## src/rtl/addr_mode_pkg.sv

```systemverilog
// constants, opcodes and types shared by the addressing-mode decoder
package addr_mode_pkg;

  // ----------------------------------------------------------------
  // data path widths
  // ----------------------------------------------------------------
  localparam int DATA_W = 8;
  localparam int ADDR_W = 16;
  localparam logic [15:0] RESET_PC = 16'h0100;
  localparam logic [7:0] ZERO_PAGE = 8'h00;

  // ----------------------------------------------------------------
  // addressing modes, taken from the opcode high nibble
  // ----------------------------------------------------------------
  typedef enum logic [2:0] {
    MODE_INH = 3'h0,
    MODE_IMM = 3'h1,
    MODE_DIR = 3'h2,
    MODE_EXT = 3'h3,
    MODE_IX  = 3'h4,
    MODE_IX1 = 3'h5,
    MODE_IX2 = 3'h6,
    MODE_REL = 3'h7
  } mode_t;

  localparam logic [3:0] HI_REL = 4'h2;
  localparam logic [3:0] HI_IMM = 4'ha;
  localparam logic [3:0] HI_DIR = 4'hb;
  localparam logic [3:0] HI_EXT = 4'hc;
  localparam logic [3:0] HI_IX2 = 4'hd;
  localparam logic [3:0] HI_IX1 = 4'he;
  localparam logic [3:0] HI_IX = 4'hf;

  // ----------------------------------------------------------------
  // register/memory operations, opcode low nibble
  // ----------------------------------------------------------------
  localparam logic [3:0] OP_SUB = 4'h0;
  localparam logic [3:0] OP_CMP = 4'h1;
  localparam logic [3:0] OP_SBC = 4'h2;
  localparam logic [3:0] OP_CPX = 4'h3;
  localparam logic [3:0] OP_AND = 4'h4;
  localparam logic [3:0] OP_BIT = 4'h5;
  localparam logic [3:0] OP_LDA = 4'h6;
  localparam logic [3:0] OP_STA = 4'h7;
  localparam logic [3:0] OP_EOR = 4'h8;
  localparam logic [3:0] OP_ADC = 4'h9;
  localparam logic [3:0] OP_ORA = 4'ha;
  localparam logic [3:0] OP_ADD = 4'hb;
  localparam logic [3:0] OP_LDX = 4'he;
  localparam logic [3:0] OP_STX = 4'hf;

  // ----------------------------------------------------------------
  // branch conditions, opcode low nibble of relative group
  // ----------------------------------------------------------------
  localparam logic [3:0] BR_ALWAYS = 4'h0;
  localparam logic [3:0] BR_NEVER = 4'h1;
  localparam logic [3:0] BR_CARRY_CLR = 4'h4;
  localparam logic [3:0] BR_CARRY_SET = 4'h5;
  localparam logic [3:0] BR_NOT_EQUAL = 4'h6;
  localparam logic [3:0] BR_EQUAL = 4'h7;
  localparam logic [3:0] BR_PLUS = 4'ha;
  localparam logic [3:0] BR_MINUS = 4'hb;

  // ----------------------------------------------------------------
  // inherent opcodes handled here
  // ----------------------------------------------------------------
  localparam logic [7:0] UNSIGNED_MULTIPLY_OP = 8'h42;
  localparam logic [7:0] ACCUMULATOR_INCREMENT_OP = 8'h4c;
  localparam logic [7:0] CARRY_CLEAR_OP = 8'h98;
  localparam logic [7:0] CARRY_SET_OP = 8'h99;
  localparam logic [7:0] ACC_TO_IDX_OP = 8'h97;
  localparam logic [7:0] IDX_TO_ACC_OP = 8'h9f;

  localparam int INSTR_COUNT = 62;
  localparam int MODE_COUNT = 8;

endpackage : addr_mode_pkg

```

## src/rtl/operand_address_unit.sv

```systemverilog
// effective address and branch target arithmetic
`timescale 1ns/100ps
module operand_address_unit (
  input wire logic [2:0] mode,
  input wire logic [7:0] idx,
  input wire logic [7:0] byte1,
  input wire logic [7:0] byte2,
  input wire logic [15:0] pc,
  output logic [15:0] effAddr,
  output logic [15:0] branchTarget
);

  // ----------------------------------------------------------------
  // operand address per mode
  // ----------------------------------------------------------------
  wire [15:0] dirAddr = {addr_mode_pkg::ZERO_PAGE, byte1};
  wire [15:0] extAddr = {byte1, byte2};
  wire [15:0] ixAddr = {addr_mode_pkg::ZERO_PAGE, idx};
  wire [15:0] ix1Addr = {7'h00, {1'b0, idx} + {1'b0, byte1}};
  wire [15:0] ix2Addr = {byte1, byte2} + {8'h00, idx};

  assign effAddr = (mode == 3'(addr_mode_pkg::MODE_DIR)) ? dirAddr :
                   (mode == 3'(addr_mode_pkg::MODE_EXT)) ? extAddr :
                   (mode == 3'(addr_mode_pkg::MODE_IX)) ? ixAddr :
                   (mode == 3'(addr_mode_pkg::MODE_IX1)) ? ix1Addr :
                   (mode == 3'(addr_mode_pkg::MODE_IX2)) ? ix2Addr : 16'h0000;

  // pc already points past the branch, offset is sign extended
  assign branchTarget = pc + {{8{byte1[7]}}, byte1};

endmodule : operand_address_unit

```

## src/rtl/addressing_mode_decoder.sv

```systemverilog
// instruction fetch, addressing-mode decode and register/memory execution
// Functional notes
// - every opcode maps to one of eight addressing modes; 62-instruction set
// - multiply puts product high byte in index, low byte in accumulator
// - inherent instructions are one opcode byte with no operand address
// - immediate is opcode plus data byte, used directly without memory access
// - direct address is second byte with zero high byte
// - extended address is two bytes, high first then low
// - indexed no offset is one byte, address is index with zero high
// - 8-bit offset sums index and byte with carry kept, two bytes long
// - 16-bit offset adds index to high-then-low offset, three bytes
// - taken branch adds sign-extended offset to program counter past branch
// - untaken branch continues at the next instruction
// - register/memory ops take accumulator or index plus memory operand
// - add, carry add, and, bit, compares, eor, loads, or, subtracts, stores
`timescale 1ns/100ps
module addressing_mode_decoder #(
  parameter logic [15:0] RESET_VECTOR = addr_mode_pkg::RESET_PC
) (
  input wire logic clk,
  input wire logic sys_rst,
  input wire logic [7:0] memRdata,
  output logic [15:0] memAddr,
  output logic memRead,
  output logic memWrite,
  output logic [7:0] memWdata,
  output logic [7:0] accOut,
  output logic [7:0] idxOut,
  output logic [15:0] pcOut,
  output logic carryFlag,
  output logic zeroFlag,
  output logic negFlag,
  output logic instrDone
);

  // ----------------------------------------------------------------
  // decode helpers
  // ----------------------------------------------------------------
  function automatic addr_mode_pkg::mode_t modeOf(input logic [7:0] opc);
    logic [3:0] hi;
    hi = opc[7:4];
    if (hi == addr_mode_pkg::HI_REL) modeOf = addr_mode_pkg::MODE_REL;
    else if (hi == addr_mode_pkg::HI_IMM) modeOf = addr_mode_pkg::MODE_IMM;
    else if (hi == addr_mode_pkg::HI_DIR) modeOf = addr_mode_pkg::MODE_DIR;
    else if (hi == addr_mode_pkg::HI_EXT) modeOf = addr_mode_pkg::MODE_EXT;
    else if (hi == addr_mode_pkg::HI_IX2) modeOf = addr_mode_pkg::MODE_IX2;
    else if (hi == addr_mode_pkg::HI_IX1) modeOf = addr_mode_pkg::MODE_IX1;
    else if (hi == addr_mode_pkg::HI_IX) modeOf = addr_mode_pkg::MODE_IX;
    else modeOf = addr_mode_pkg::MODE_INH;
  endfunction : modeOf

  // instruction length in bytes for a mode
  function automatic logic [1:0] lengthOf(input addr_mode_pkg::mode_t m);
    if (m == addr_mode_pkg::MODE_INH || m == addr_mode_pkg::MODE_IX) lengthOf = 2'd1;
    else if (m == addr_mode_pkg::MODE_EXT || m == addr_mode_pkg::MODE_IX2) lengthOf = 2'd3;
    else lengthOf = 2'd2;
  endfunction : lengthOf

  // ----------------------------------------------------------------
  // state
  // ----------------------------------------------------------------
  typedef enum logic [5:0] {
    S_OPC   = 6'b000001,
    S_BYTE1 = 6'b000010,
    S_BYTE2 = 6'b000100,
    S_ADDR  = 6'b001000,
    S_EXEC  = 6'b010000,
    S_STORE = 6'b100000
  } state_t;

  state_t state_q, state_d;
  logic [7:0] opcode_q, byte1_q, byte2_q, acc_q, idx_q, wdata_q;
  logic [15:0] pc_q, addr_q;
  logic rd_q, wr_q, carry_q, zero_q, neg_q, done_q;
  logic [15:0] effAddr, branchTarget;

  // ----------------------------------------------------------------
  // decode of the held opcode and of the byte on memRdata
  // ----------------------------------------------------------------
  addr_mode_pkg::mode_t curMode;
  addr_mode_pkg::mode_t newMode;
  wire [3:0] lowNib = opcode_q[3:0];
  assign curMode = modeOf(opcode_q);
  assign newMode = modeOf(memRdata);
  wire [1:0] newLen = lengthOf(newMode);
  wire [1:0] curLen = lengthOf(curMode);
  wire isStore = (lowNib == addr_mode_pkg::OP_STA) || (lowNib == addr_mode_pkg::OP_STX);
  wire isMemMode = (curMode != addr_mode_pkg::MODE_INH) && (curMode != addr_mode_pkg::MODE_IMM)
                   && (curMode != addr_mode_pkg::MODE_REL);
  wire [15:0] pcInc = pc_q + 16'h0001;

  operand_address_unit eaUnit (
    .mode(3'(curMode)),
    .idx(idx_q),
    .byte1(byte1_q),
    .byte2(byte2_q),
    .pc(pc_q),
    .effAddr(effAddr),
    .branchTarget(branchTarget)
  );

  // ----------------------------------------------------------------
  // branch condition
  // ----------------------------------------------------------------
  wire brTaken = (lowNib == addr_mode_pkg::BR_ALWAYS) ? 1'b1 :
                 (lowNib == addr_mode_pkg::BR_NEVER) ? 1'b0 :
                 (lowNib == addr_mode_pkg::BR_CARRY_CLR) ? !carry_q :
                 (lowNib == addr_mode_pkg::BR_CARRY_SET) ? carry_q :
                 (lowNib == addr_mode_pkg::BR_NOT_EQUAL) ? !zero_q :
                 (lowNib == addr_mode_pkg::BR_EQUAL) ? zero_q :
                 (lowNib == addr_mode_pkg::BR_PLUS) ? !neg_q :
                 (lowNib == addr_mode_pkg::BR_MINUS) ? neg_q : 1'b0;

  // ----------------------------------------------------------------
  // register/memory alu
  // ----------------------------------------------------------------
  // immediate data comes from the instruction, otherwise from memory
  wire [7:0] operand = (curMode == addr_mode_pkg::MODE_IMM) ? byte1_q : memRdata;
  wire useCarry = (lowNib == addr_mode_pkg::OP_ADC) || (lowNib == addr_mode_pkg::OP_SBC);
  wire [8:0] addRes = {1'b0, acc_q} + {1'b0, operand} + {8'h00, useCarry & carry_q};
  wire [8:0] subRes = {1'b0, acc_q} - {1'b0, operand} - {8'h00, useCarry & carry_q};
  wire [8:0] cpxRes = {1'b0, idx_q} - {1'b0, operand};
  wire [15:0] product = {8'h00, acc_q} * {8'h00, idx_q};

  logic [7:0] aluVal;
  logic aluC, wrAcc, wrIdx, hasC, hasNz;
  always_comb begin
    aluVal = 8'h00;
    aluC = 1'b0;
    wrAcc = 1'b0;
    wrIdx = 1'b0;
    hasC = 1'b0;
    hasNz = 1'b1;
    case (lowNib)
      addr_mode_pkg::OP_SUB, addr_mode_pkg::OP_SBC: begin
        aluVal = subRes[7:0];
        aluC = subRes[8];
        wrAcc = 1'b1;
        hasC = 1'b1;
      end
      addr_mode_pkg::OP_CMP: begin
        aluVal = subRes[7:0];
        aluC = subRes[8];
        hasC = 1'b1;
      end
      addr_mode_pkg::OP_CPX: begin
        aluVal = cpxRes[7:0];
        aluC = cpxRes[8];
        hasC = 1'b1;
      end
      addr_mode_pkg::OP_AND: begin
        aluVal = acc_q & operand;
        wrAcc = 1'b1;
      end
      addr_mode_pkg::OP_BIT: aluVal = acc_q & operand;
      addr_mode_pkg::OP_LDA: begin
        aluVal = operand;
        wrAcc = 1'b1;
      end
      addr_mode_pkg::OP_EOR: begin
        aluVal = acc_q ^ operand;
        wrAcc = 1'b1;
      end
      addr_mode_pkg::OP_ADC, addr_mode_pkg::OP_ADD: begin
        aluVal = addRes[7:0];
        aluC = addRes[8];
        wrAcc = 1'b1;
        hasC = 1'b1;
      end
      addr_mode_pkg::OP_ORA: begin
        aluVal = acc_q | operand;
        wrAcc = 1'b1;
      end
      addr_mode_pkg::OP_LDX: begin
        aluVal = operand;
        wrIdx = 1'b1;
      end
      default: hasNz = 1'b0;
    endcase
  end

  // ----------------------------------------------------------------
  // sequencer next state
  // ----------------------------------------------------------------
  always_comb begin
    state_d = state_q;
    case (state_q)
      S_OPC: state_d = (newLen == 2'd1) ? S_ADDR : S_BYTE1;
      S_BYTE1: state_d = (curLen == 2'd3) ? S_BYTE2 : S_ADDR;
      S_BYTE2: state_d = S_ADDR;
      S_ADDR: state_d = !isMemMode ? S_OPC : (isStore ? S_STORE : S_EXEC);
      S_EXEC: state_d = S_OPC;
      S_STORE: state_d = S_OPC;
      default: state_d = S_OPC;
    endcase
  end

  // ----------------------------------------------------------------
  // fetch, address and execute registers
  // ----------------------------------------------------------------
  wire fetchByte = (state_q == S_OPC) || (state_q == S_BYTE1) || (state_q == S_BYTE2);
  wire aluStep = ((state_q == S_ADDR) && (curMode == addr_mode_pkg::MODE_IMM)) ||
                 (state_q == S_EXEC);
  wire inhStep = (state_q == S_ADDR) && (curMode == addr_mode_pkg::MODE_INH);
  wire relStep = (state_q == S_ADDR) && (curMode == addr_mode_pkg::MODE_REL);
  wire memStep = (state_q == S_ADDR) && isMemMode;
  wire [15:0] pcNext = (relStep && brTaken) ? branchTarget : pc_q;
  wire [7:0] incVal = acc_q + 8'h01;
  // byte written by a store, also the source of the store's n and z update
  wire [7:0] storeVal = (lowNib == addr_mode_pkg::OP_STX) ? idx_q : acc_q;

  always_ff @(posedge clk) begin
    if (sys_rst) begin
      state_q <= S_OPC;
      pc_q <= RESET_VECTOR;
      addr_q <= RESET_VECTOR;
      rd_q <= 1'b1;
      wr_q <= 1'b0;
      wdata_q <= 8'h00;
      opcode_q <= 8'h00;
      byte1_q <= 8'h00;
      byte2_q <= 8'h00;
      done_q <= 1'b0;
    end else begin
      state_q <= state_d;
      done_q <= (state_d == S_OPC) && (state_q != S_OPC);
      if (state_q == S_OPC) opcode_q <= memRdata;
      if (state_q == S_BYTE1) byte1_q <= memRdata;
      if (state_q == S_BYTE2) byte2_q <= memRdata;
      if (fetchByte) begin
        pc_q <= pcInc;
        addr_q <= pcInc;
        rd_q <= 1'b1;
      end else if (memStep) begin
        addr_q <= effAddr;
        rd_q <= !isStore;
        wr_q <= isStore;
        wdata_q <= storeVal;
      end else begin
        pc_q <= pcNext;
        addr_q <= pcNext;
        rd_q <= 1'b1;
        wr_q <= 1'b0;
      end
    end
  end

  // ----------------------------------------------------------------
  // cpu registers and flags
  // ----------------------------------------------------------------
  always_ff @(posedge clk) begin
    if (sys_rst) begin
      acc_q <= 8'h00;
      idx_q <= 8'h00;
      carry_q <= 1'b0;
      zero_q <= 1'b0;
      neg_q <= 1'b0;
    end else if (aluStep) begin
      if (wrAcc) acc_q <= aluVal;
      if (wrIdx) idx_q <= aluVal;
      if (hasC) carry_q <= aluC;
      if (hasNz) zero_q <= (aluVal == 8'h00);
      if (hasNz) neg_q <= aluVal[7];
    end else if (memStep && isStore) begin
      zero_q <= (storeVal == 8'h00);
      neg_q <= storeVal[7];
    end else if (inhStep) begin
      if (opcode_q == addr_mode_pkg::UNSIGNED_MULTIPLY_OP) begin
        idx_q <= product[15:8];
        acc_q <= product[7:0];
        carry_q <= 1'b0;
      end else if (opcode_q == addr_mode_pkg::ACCUMULATOR_INCREMENT_OP) begin
        acc_q <= incVal;
        zero_q <= (incVal == 8'h00);
        neg_q <= incVal[7];
      end else if (opcode_q == addr_mode_pkg::CARRY_SET_OP) begin
        carry_q <= 1'b1;
      end else if (opcode_q == addr_mode_pkg::CARRY_CLEAR_OP) begin
        carry_q <= 1'b0;
      end else if (opcode_q == addr_mode_pkg::ACC_TO_IDX_OP) begin
        idx_q <= acc_q;
      end else if (opcode_q == addr_mode_pkg::IDX_TO_ACC_OP) begin
        acc_q <= idx_q;
      end
    end
  end

  // ----------------------------------------------------------------
  // outputs
  // ----------------------------------------------------------------
  assign memAddr = addr_q;
  assign memRead = rd_q;
  assign memWrite = wr_q;
  assign memWdata = wdata_q;
  assign accOut = acc_q;
  assign idxOut = idx_q;
  assign pcOut = pc_q;
  assign carryFlag = carry_q;
  assign zeroFlag = zero_q;
  assign negFlag = neg_q;
  assign instrDone = done_q;

endmodule : addressing_mode_decoder

```

## config.mk

```make
export PLATFORM = sky130hd
export DESIGN_NAME = addressing_mode_decoder
export DESIGN_NICKNAME = d
export VERILOG_FILES = /design/src/rtl/addr_mode_pkg.sv /design/src/rtl/operand_address_unit.sv /design/src/rtl/addressing_mode_decoder.sv
export SDC_FILE = /design/constraint.sdc
export NUM_CORES = 1
export LEC_CHECK = 0
export ABC_AREA = 1
export BUFFER_PORTS_ARGS = -buffer_cell sky130_fd_sc_hd__buf_2
export CAP_MARGIN = 5
export CORE_ASPECT_RATIO = 2
export CORE_MARGIN = 3
export CORE_UTILIZATION = 58
export CTS_CLUSTER_DIAMETER = 120
export DETAILED_ROUTE_END_ITERATION = 12
export GPL_TIMING_DRIVEN = 0
export MAX_ROUTING_LAYER = met4
export PLACE_DENSITY = 0.77
export SYNTH_ARGS = -nofsm -noshare
export SYNTH_HDL_FRONTEND = slang
export SYNTH_SLANG_ARGS = --single-unit
```

## constraint.sdc

```tcl
create_clock -name clk -period 6.55 [get_ports clk]
set_input_delay 1.31 -clock clk [delete_from_list [all_inputs] [get_ports clk]]
set_output_delay 1.31 -clock clk [all_outputs]
set_load 0.01 [all_outputs]
```

; After elaboration in Yosys (flattened, before gate mapping)
; Index checks and enable logic that the tools add are counted.
[totals]
register_bits = 92
wordCells = 236
inputBits = 10
out_inout_bits = 62
[op_classes]
n_eq_ne = 67
n_reduce_logical = 48
multipliers = 1
n_mux = 89
n_addsub = 10
n_bitwise = 6
[op_table]
columns = operator, n
row1 = $mux 8, 21
row2 = $mux 16, 10
row3 = $eq 4x4->1 const B, 18
row4 = $pmux 8 s7, 1
row5 = $mux 3, 14
row6 = $mux 1, 35
row7 = $eq 8x8->1 const B, 4
row8 = $logic_not 8->1, 3
row9 = $pmux 6 s4, 1
row10 = $add 8x8->9, 2
row11 = $eq 3x3->1 const B, 6
row12 = $sub 8x8->9, 2
row13 = $add 16x1->16 const B, 1
row14 = $add 16x16->16, 1
row15 = $add 16x8->16, 1
row16 = $eq 4x2->1 const B, 4
row17 = $eq 4x3->1 const B, 4
row18 = $eq 8x7->1 const B, 2
row19 = $mul 8x8->16, 1
row20 = $ne 3x3->1 const B, 5
row21 = $reduce_and 7->1, 2
row22 = $eq 6x1->1 const B, 2
row23 = $mux 6, 2
row24 = $ne 2x2->1 const B, 6
row25 = other kinds (39), 73

; Logic depth before layout (Yosys ltp)
; Gate-level depths: netlist of run 1.
[logic_depth]
word_depth = 17
ltp_mapped = 23
depth_no_buf = 22

; Modules after synthesis
; A second synthesis of run 1 with hierarchy kept.
[hier_totals]
hier_cells = 1776
hier_area_um2 = 11069.4
[modules_own_cells]
columns = mod, n_inst, seq_area_each_um2, area_per_inst_um2, cells_per_inst
row1 = addressing_mode_decoder, 1, 1841.8, 8877.3, 1367
row2 = operand_address_unit, 1, 0.0, 2192.1, 409

; Worst setup path before layout of run 1
; Ideal clock, no wire load.
[synth_timing]
path_kind = reg-to-reg
startpoint = reg acc_q[1] (netlist: accOut[1])
endpoint = reg idx_q[4] (netlist: idxOut[4])
path_slack_ns = 2.057
t_arrival_ns = 4.384
setup_ns = 0.109
synth_period_minus_slack_ns = 4.493
path_stages_with_launch = 18
n_path_buf = 1
required_ns = 6.441
cell_sequence = dfxtp_1 > clkbuf_1 > nand2_1 > fa_1 > inv_1 > fa_1 > fa_1 > fa_1 > ha_1 > nand2_1 > or2_2 > nand3_1 > a21oi_1 > or2_2 > nand3_1 > nand3b_1 > nand2_1 > inv_1
[synth_between]
elab_chain_len = 5
elab_cells_between_ends = 11
cone_classes = add/sub: 4 / mul: 1 / mux: 6
[synth_lines]
columns = item, line
row1 = from (decl), addressing_mode_decoder.sv:72  ; logic [7:0] opcode_q, byte1_q, byte2_q, acc_q, idx_q, wdata_q;
row2 = from (signal assigned), addressing_mode_decoder.sv:259  ; if (wrAcc) acc_q <= aluVal;
row3 = from (signal assigned), addressing_mode_decoder.sv:270  ; acc_q <= product[7:0];
row4 = from (signal assigned), addressing_mode_decoder.sv:273  ; acc_q <= incVal;
row5 = "$mul 8x8->16, or another cell as far along", addressing_mode_decoder.sv:123  ; wire [15:0] product = {8'h00, acc_q} * {8'h00, idx_q};
row6 = "$mux 8, or another cell as far along", addressing_mode_decoder.sv:268  ; if (opcode_q == addr_mode_pkg::UNSIGNED_MULTIPLY_OP) begin
row7 = $mux 8 / $pmux 8 s7 (equally long branches), "addressing_mode_decoder.sv:267, addressing_mode_decoder.sv:134"
row8 = "$mux 8, on equally long branches", "addressing_mode_decoder.sv:264, addressing_mode_decoder.sv:260"
row9 = $mux 8 *, addressing_mode_decoder.sv:258  ; end else if (aluStep) begin
row10 = to (signal assigned), addressing_mode_decoder.sv:260  ; if (wrIdx) idx_q <= aluVal;
row11 = to (signal assigned), addressing_mode_decoder.sv:269  ; idx_q <= product[15:8];
row12 = to (signal assigned), addressing_mode_decoder.sv:281  ; idx_q <= acc_q;
row13 = to (decl), addressing_mode_decoder.sv:72
; Mark *: on every way between the ends. The rest lies on a longest branch, timed or not. The select of a mux whose other input is x is not followed.
; A chain may end at the register's enable or synchronous reset.

; Final worst setup path of run 1
[layout_timing]
startpoint = reg idx_q[4] (netlist: idxOut[4])
endpoint = reg idx_q[4] (netlist: idxOut[4])
[layout_between]
elab_chain_len = 5
elab_cells_between_ends = 8
cone_classes = add/sub: 1 / mul: 1 / mux: 6
[layout_lines]
columns = item, line
row1 = $mul 8x8->16, addressing_mode_decoder.sv:123
row2 = $mux 8, addressing_mode_decoder.sv:268
row3 = $mux 8, addressing_mode_decoder.sv:267  ; end else if (inhStep) begin
row4 = $mux 8, addressing_mode_decoder.sv:264  ; end else if (memStep && isStore) begin
row5 = $mux 8 *, addressing_mode_decoder.sv:258
; Marks and branches as above.

==> summary.md, run 1 <==
| Metric | Value |
|---|---|
| 1st-iter DRT viols | `856` |
| Nets@finish | `2000` |
| Peak supply drop | `0.1098 mV` |
| Post-CTS setup buffer count | `0` |
| Top post-synthesis cells by area | `dfxtp_1 (17%), nand2_1 (16%), ha_1 (12%), inv_1 (10%), fa_1 (7.9%)` |
| Maximum buffer depth of the clock tree | `2` |
| Number of port buffers | `70` |
| Top FF cell, synth | `dfxtp_1` |
| Cell Area, Placed | `11470 um2` |
| Met2 wire length | `21100 um` |
| Largest net degree at the start of global routing | `20` |
| Drt wl/cell | `20.46 um` |
| Clock buffers created by TritonCTS | `9` |
| Antenna Diode Count | `0` |
| Die area | `20490 um2` |
| Met3 wire len | `3261 um` |
| Synth cell types | `47` |
| Setup TNS Final | `0 ps` |
| Pleak | `6.427 nW` |
| Worst-case reg-to-reg path depth | `17` |
| GR Util All Layers | `0.4290` |
| Commonest non-fill, non-tap cell in the layout | `nand2_1` |
| Least-Margin Pin Slew | `895.2 ps` |
| Final core utilization | `0.6436` |
| H-tree levels | `3` |
| RSZ-0062 raised after global routing | `no` |
| Final Hold Viols | `0` |
| CTS tree | `built` |
| Root cell of the clock tree | `clkbuf_16` |
| Worst Path Arrival | `5460 ps` |
| Starting Density | `0.5930` |
| Area delta synth->final | `8.542%` |
| Fraction of registers with async set/reset | `0` |
| Yosys warnings | `0` |
| Hold path cells | `2` |
| Die height | `199.5 um` |
| Register bit total from synthesis | `92` |
| Via count | `12273` |
| Fin crit share | `0.7932` |
| Post-cts resize count | `0` |
| Die width | `102.7 um` |
| Pre-Repair DR Iteration Count | `5` |
| Highest clock rate | `0.1925 GHz` |
| CTS Hold Bufs | `0` |
| MaxCap Viol Count | `0` |
| Hold Crit Class | `reg2reg` |
| Cell row count | `70` |
| Dpl cells | `2045` |
| WL met1 | `13020 um` |
| Max FO, Critical Path | `10` |
| # fillers | `1885` |
| First-pass GRT wire length | `63760 um` |
| Setup-failing EPs final | `0` |
| Uppermost routed layer | `met4` |
| CP endpoint kind | `flop` |
| Area leader, netlist | `dfxtp_1` |
| Final Max Tran Viols | `0` |
| Drc violations | `0` |
| Seq/Total Area, Yosys | `0.1697` |
| CTS sink cnt | `92` |
| Clock latency on the worst-skew pair | `370 ps` |
| Post-synth EDFFs | `0` |
| Status | `complete, no violations` |
| Commonest non-fill, non-tap cells in the layout | `nand2_1 (454), inv_1 (291), nor2_1 (160)` |
| Final Instance Count excl. Fillers | `2061` |
| Power density over cell area | `132.6 nW/um2` |
| Crit path kind | `reg2reg` |
| Total core area | `18310 um2` |
| Wire length after detailed routing | `42160 um` |
| Residual overflow from global routing | `0` |
| Min Hold Slack | `486.9 ps` |
| Routability congestion estimate | `1.059` |
| Post-DP HPWL | `33720 um` |
| CP required | `6820 ps` |
| Mapped Area | `10850 um2` |
| I/O pins | `72` |
| Max_slew headroom | `0.4032` |
| Mapped Cells | `1759` |
| Mapped Nets | `1919` |
| CP Launch Type | `flop` |
| Antenna violations before repair | `0` |
| Share of layout cells above drive strength 1 | `0.06938` |
| Antenna-violating nets left | `0` |
| Skew final | `7.599 ps` |
| Number of global-route vias before repair | `12102` |
| Vias per inst | `5.955` |
| Cell area after layout | `11780 um2` |
| Period minus WS final | `5196 ps` |
| Top-area cell type share of the netlist area | `0.1697` |
| CTS clock-pin slew for the worst setup and hold paths | `80 ps` |
| Avg Inst Size Synth | `6.171 um2` |
==> registers in the layout (all words and copies together), names as in the netlist <==
register,count
accOut,8
zeroFlag,1
byte1_q,8
byte2_q,8
instrDone,1
memWdata,8
pcOut,16
state_q,6
idxOut,8
memAddr,16
memWrite,1
negFlag,1
memRead,1
opcode_q,8
carryFlag,1
==> final cells by class <==
| cell class | count | area (um2) | share of cell area |
|---|---|---|---|
| multi-input combinational | 1321 | 7686 | 0.6524 |
| sequential | 92 | 1842 | 0.1563 |
| inverter | 299 | 1122 | 0.09526 |
| timing repair buffer | 70 | 350.3 | 0.02974 |
| tap | 216 | 270.3 | 0.02294 |
| clock buffer | 9 | 225.2 | 0.01912 |
| buffer | 47 | 203.9 | 0.01731 |
| clock inverter | 7 | 81.33 | 0.006903 |
==> Yosys cell counts, drive strengths merged, types with 7 or more instances <==
master,count
nand2,455
inv,298
nor2,168
nand3,138
a21oi,128
o21ai,124
ha,107
dfxtp,92
fa,43
clkbuf,33
nand4,30
nor3,20
xor2,20
buf,14
a31oi,13
nand3b,13
o211ai,10
o22ai,8
xnor2,8
a211oi,7
or2,7
==> report_power, final <==
group	leakage, nW	switching (mW)	total (mW)	internal [mW]
registers	0.745	0.0266	0.609	0.582
clock network	0.150	0.282	0.554	0.273
logic	5.53	0.282	0.400	0.118
total	6.43	0.590	1.56	0.973
==> stage by stage <==
stage	setup WS [ps]	power [mW]
after global placement	1490	1.004
after global routing	1087	1.627
after CTS	1413	1.546
after floorplan	2057	0.8824
final	1354	1.563
after detailed placement	1436	1.010
==> kinds of logic after synthesis <==
kind of cell | after synthesis | share of synthesized area
AND/OR/NAND/NOR | 833 | 0.3266
buffers and inverters | 346 | 0.1222
AO/OA/AOI/OAI | 310 | 0.1563
adder cells (fa/ha/maj) | 150 | 0.2027
flip-flops | 92 | 0.1697
XOR/XNOR | 28 | 0.02259
==> path summary, 6_finish.rpt <==
| path | slack [ps] | from | to |
|---|---|---|---|
| setup / recovery | 1350 | idxOut[4] | idxOut[4] |
| hold / removal | 490 | memWrite | memWrite |
| setup reg to reg | 1350 | idxOut[4] | idxOut[4] |
| hold reg to reg | 490 | memWrite | memWrite |
==> worst max-delay path, stage by stage (launching register included) <==
cell	delay [ps]
dfxtp_1	600
clkbuf_1	650
nand2_1	170
fa_1	570
inv_1	50
fa_1	480
fa_1	530
fa_1	490
ha_1	370
nand2_1	80
or2_2	300
nand3_1	120
a21oi_1	100
or2_2	280
nand3_1	100
nand3b_1	90
nand2_1	60
inv_1	40
==> per-layer routing <==
layer / up-vias / track usage
met4: 0 / 0.3910
met1: 5615 / 0.3846
met3: 264 / 0.09644
met5: - / -
met2: 555 / 0.7249
li1: 5839 / -
No activity file was read; power rests on OpenSTA's default activity.
==> run 2: changes to the inputs <==
clock period = 4.9 ns   (was 6.55 ns; I/O delays follow)
==> summary.md, run 2 (synthesis results as in run 1) <==
| Metric | Value |
|---|---|
| Die width | `102.7 um` |
| Maximum buffer depth of the clock tree | `2` |
| Antenna violations before repair | `0` |
| Drc violations | `0` |
| Status | `complete, no violations` |
| Highest clock rate | `0.2135 GHz` |
| # fillers | `1877` |
| Post-DP HPWL | `33720 um` |
| Clock buffers created by TritonCTS | `9` |
| Worst-case reg-to-reg path depth | `17` |
| Area delta synth->final | `9.142%` |
| Commonest non-fill, non-tap cell in the layout | `nand2_1` |
| Residual overflow from global routing | `0` |
| Period minus WS final | `4683 ps` |
| Crit path kind | `reg2reg` |
| 1st-iter DRT viols | `844` |
| Worst Min Path Start | `memWrite` |
| Via count | `12306` |
| CP Launch Type | `flop` |
| DP Worst Slack | `-213.7 ps` |
| Met3 Use GR | `0.09853` |
| First-pass GRT wire length | `64280 um` |
| Final Instance Count excl. Fillers | `2061` |
| CTS sink cnt | `92` |
| Largest net degree at the start of global routing | `20` |
| Die height | `199.5 um` |
| RSZ-0062 raised after global routing | `no` |
| Met2 Resource Use GR | `0.7300` |
| Dpl cells | `2045` |
| Worst Path Arrival | `4950 ps` |
| Max_slew headroom | `0.4600` |
| Antenna-violating nets left | `0` |
| Fin crit share | `0.9558` |
| Share of layout cells above drive strength 1 | `0.08455` |
| Setup-failing EPs final | `0` |
| Hold path cells | `2` |
| Die area | `20490 um2` |
| I/O pins | `72` |
| Peak supply drop | `0.1471 mV` |
| Number of global-route vias before repair | `12055` |
| Routability congestion estimate | `1.059` |
| Skew final | `9.826 ps` |
| Final Max Tran Viols | `0` |
| Nets@finish | `2000` |
| Pleak | `6.491 nW` |
| H-tree levels | `3` |
| GR Util All Layers | `0.4319` |
| GR peak layer | `met2` |
| Crit Reg-Reg Startpoint | `accOut[0]` |
| Pre-Repair DR Iteration Count | `8` |
| Cell row count | `70` |
| CTS Hold Bufs | `0` |
| Met1 global-route usage | `0.3927` |
| Root cell of the clock tree | `clkbuf_16` |
| Reg-to-reg endpoint | `idxOut[4]` |
| Commonest non-fill, non-tap cells in the layout | `nand2_1 (454), inv_1 (291), nor2_1 (160)` |
| Final Hold Viols | `0` |
| Least-Margin Pin Slew | `810.0 ps` |
| Drt wl/cell | `20.57 um` |
| Setup slack, reg-to-reg | `220 ps` |
| Hold Crit Class | `reg2reg` |
| CP endpoint kind | `flop` |
| MaxCap Viol Count | `0` |
| Tot Pwr | `2.084 mW` |
| Max FO, Critical Path | `10` |
| Antenna Diode Count | `0` |
| Wire length after detailed routing | `42400 um` |
| Total core area | `18310 um2` |
| CP required | `5160 ps` |
| WHS Endpoint | `memWrite` |
| Power density over cell area | `175.9 nW/um2` |
| Starting Density | `0.5930` |
| Worst setup margin | `216.8 ps` |
| CTS clock-pin slew for the worst setup and hold paths | `80 ps` |
| CTS tree | `built` |
| Clock latency on the worst-skew pair | `370 ps` |
| Number of port buffers | `70` |
| Final core utilization | `0.6472` |
| Vias per inst | `5.971` |
[run 2: cell count changes in the layout (fill, tap and decap cells not counted)]
cell,delta
clkbuf_2,+4
dfxtp_4,+2
buf_2,+1
dfxtp_1,-13
clkbuf_4,+9
dfxtp_2,+11
buf_4,+1
clkbuf_1,-15
[run 2: cell type report]
class | instances | area [um2] | area share
Inverter | 299 | 1122 | 0.09474
Tap cell | 216 | 270.3 | 0.02281
Clock buffer | 9 | 225.2 | 0.01901
Multi-Input combinational cell | 1321 | 7686 | 0.6488
Timing Repair Buffer | 70 | 350.3 | 0.02957
Buffer | 47 | 247.7 | 0.02091
Clock inverter | 7 | 81.33 | 0.006865
Sequential cell | 92 | 1863 | 0.1573
[run 2: timing repair]
action / in CTS / in global routing
gates resized for setup: 15 / 39
buffers inserted: 0 / 0
setup endpoints to repair: 5 / 7
cloned: 0 / 0
[run 2: stage by stage]
step / cell area [um2] / setup TNS (ps) / hold slack [ps]
floorplan: 10850 / 0 / 442.6
global placement: 11470 / -287.9 / 473.9
detailed placement: 11470 / -472.5 / 477.9
CTS: 11800 / 0 / 488.9
global route: 11850 / 0 / 492.8
finish: 11850 / 0 / 487.9
[run 2: power breakdown]
| group | total [mW] | internal [mW] | switching, mW |
|---|---|---|---|
| Clock | 0.736 | 0.364 | 0.372 |
| Sequential | 0.813 | 0.777 | 0.0357 |
| Combinational | 0.535 | 0.158 | 0.377 |
[run 2: worst max-delay path by stage]
| stage | slack, ps | start | end | depth (start not counted) |
|---|---|---|---|---|
| after floorplan | 410 | accOut[1] | idxOut[4] | 17 |
| after global placement | -160 | idxOut[4] | idxOut[4] | 17 |
| after detailed placement | -210 | idxOut[4] | idxOut[4] | 17 |
| after CTS | 30 | idxOut[4] | idxOut[4] | 17 |
| after global routing | 7 | accOut[4] | idxOut[6] | 18 |
| final | 220 | accOut[0] | idxOut[4] | 17 |
[run 2: per-layer routing]
| metal | share of wire | vias up |
|---|---|---|
| li1 | - | 5850 |
| met4 | 0.11 | 0 |
| met1 | 0.31 | 5620 |
| met2 | 0.50 | 578 |
| met5 | 0 | - |
| met3 | 0.077 | 258 |
[run 2: worst max-delay path, cell delays in order, from the launching register on]
cell and delay (ps):
dfxtp_2 450, clkbuf_2 310, nand2_1 120, fa_1 520, fa_1 540, inv_1 60
fa_1 510, fa_1 490, ha_1 380, a21oi_1 90, or2_2 290, nand3_1 120
a21oi_1 100, or2_2 280, nand3_1 100, nand3b_1 100, nand2_1 60, inv_1 40
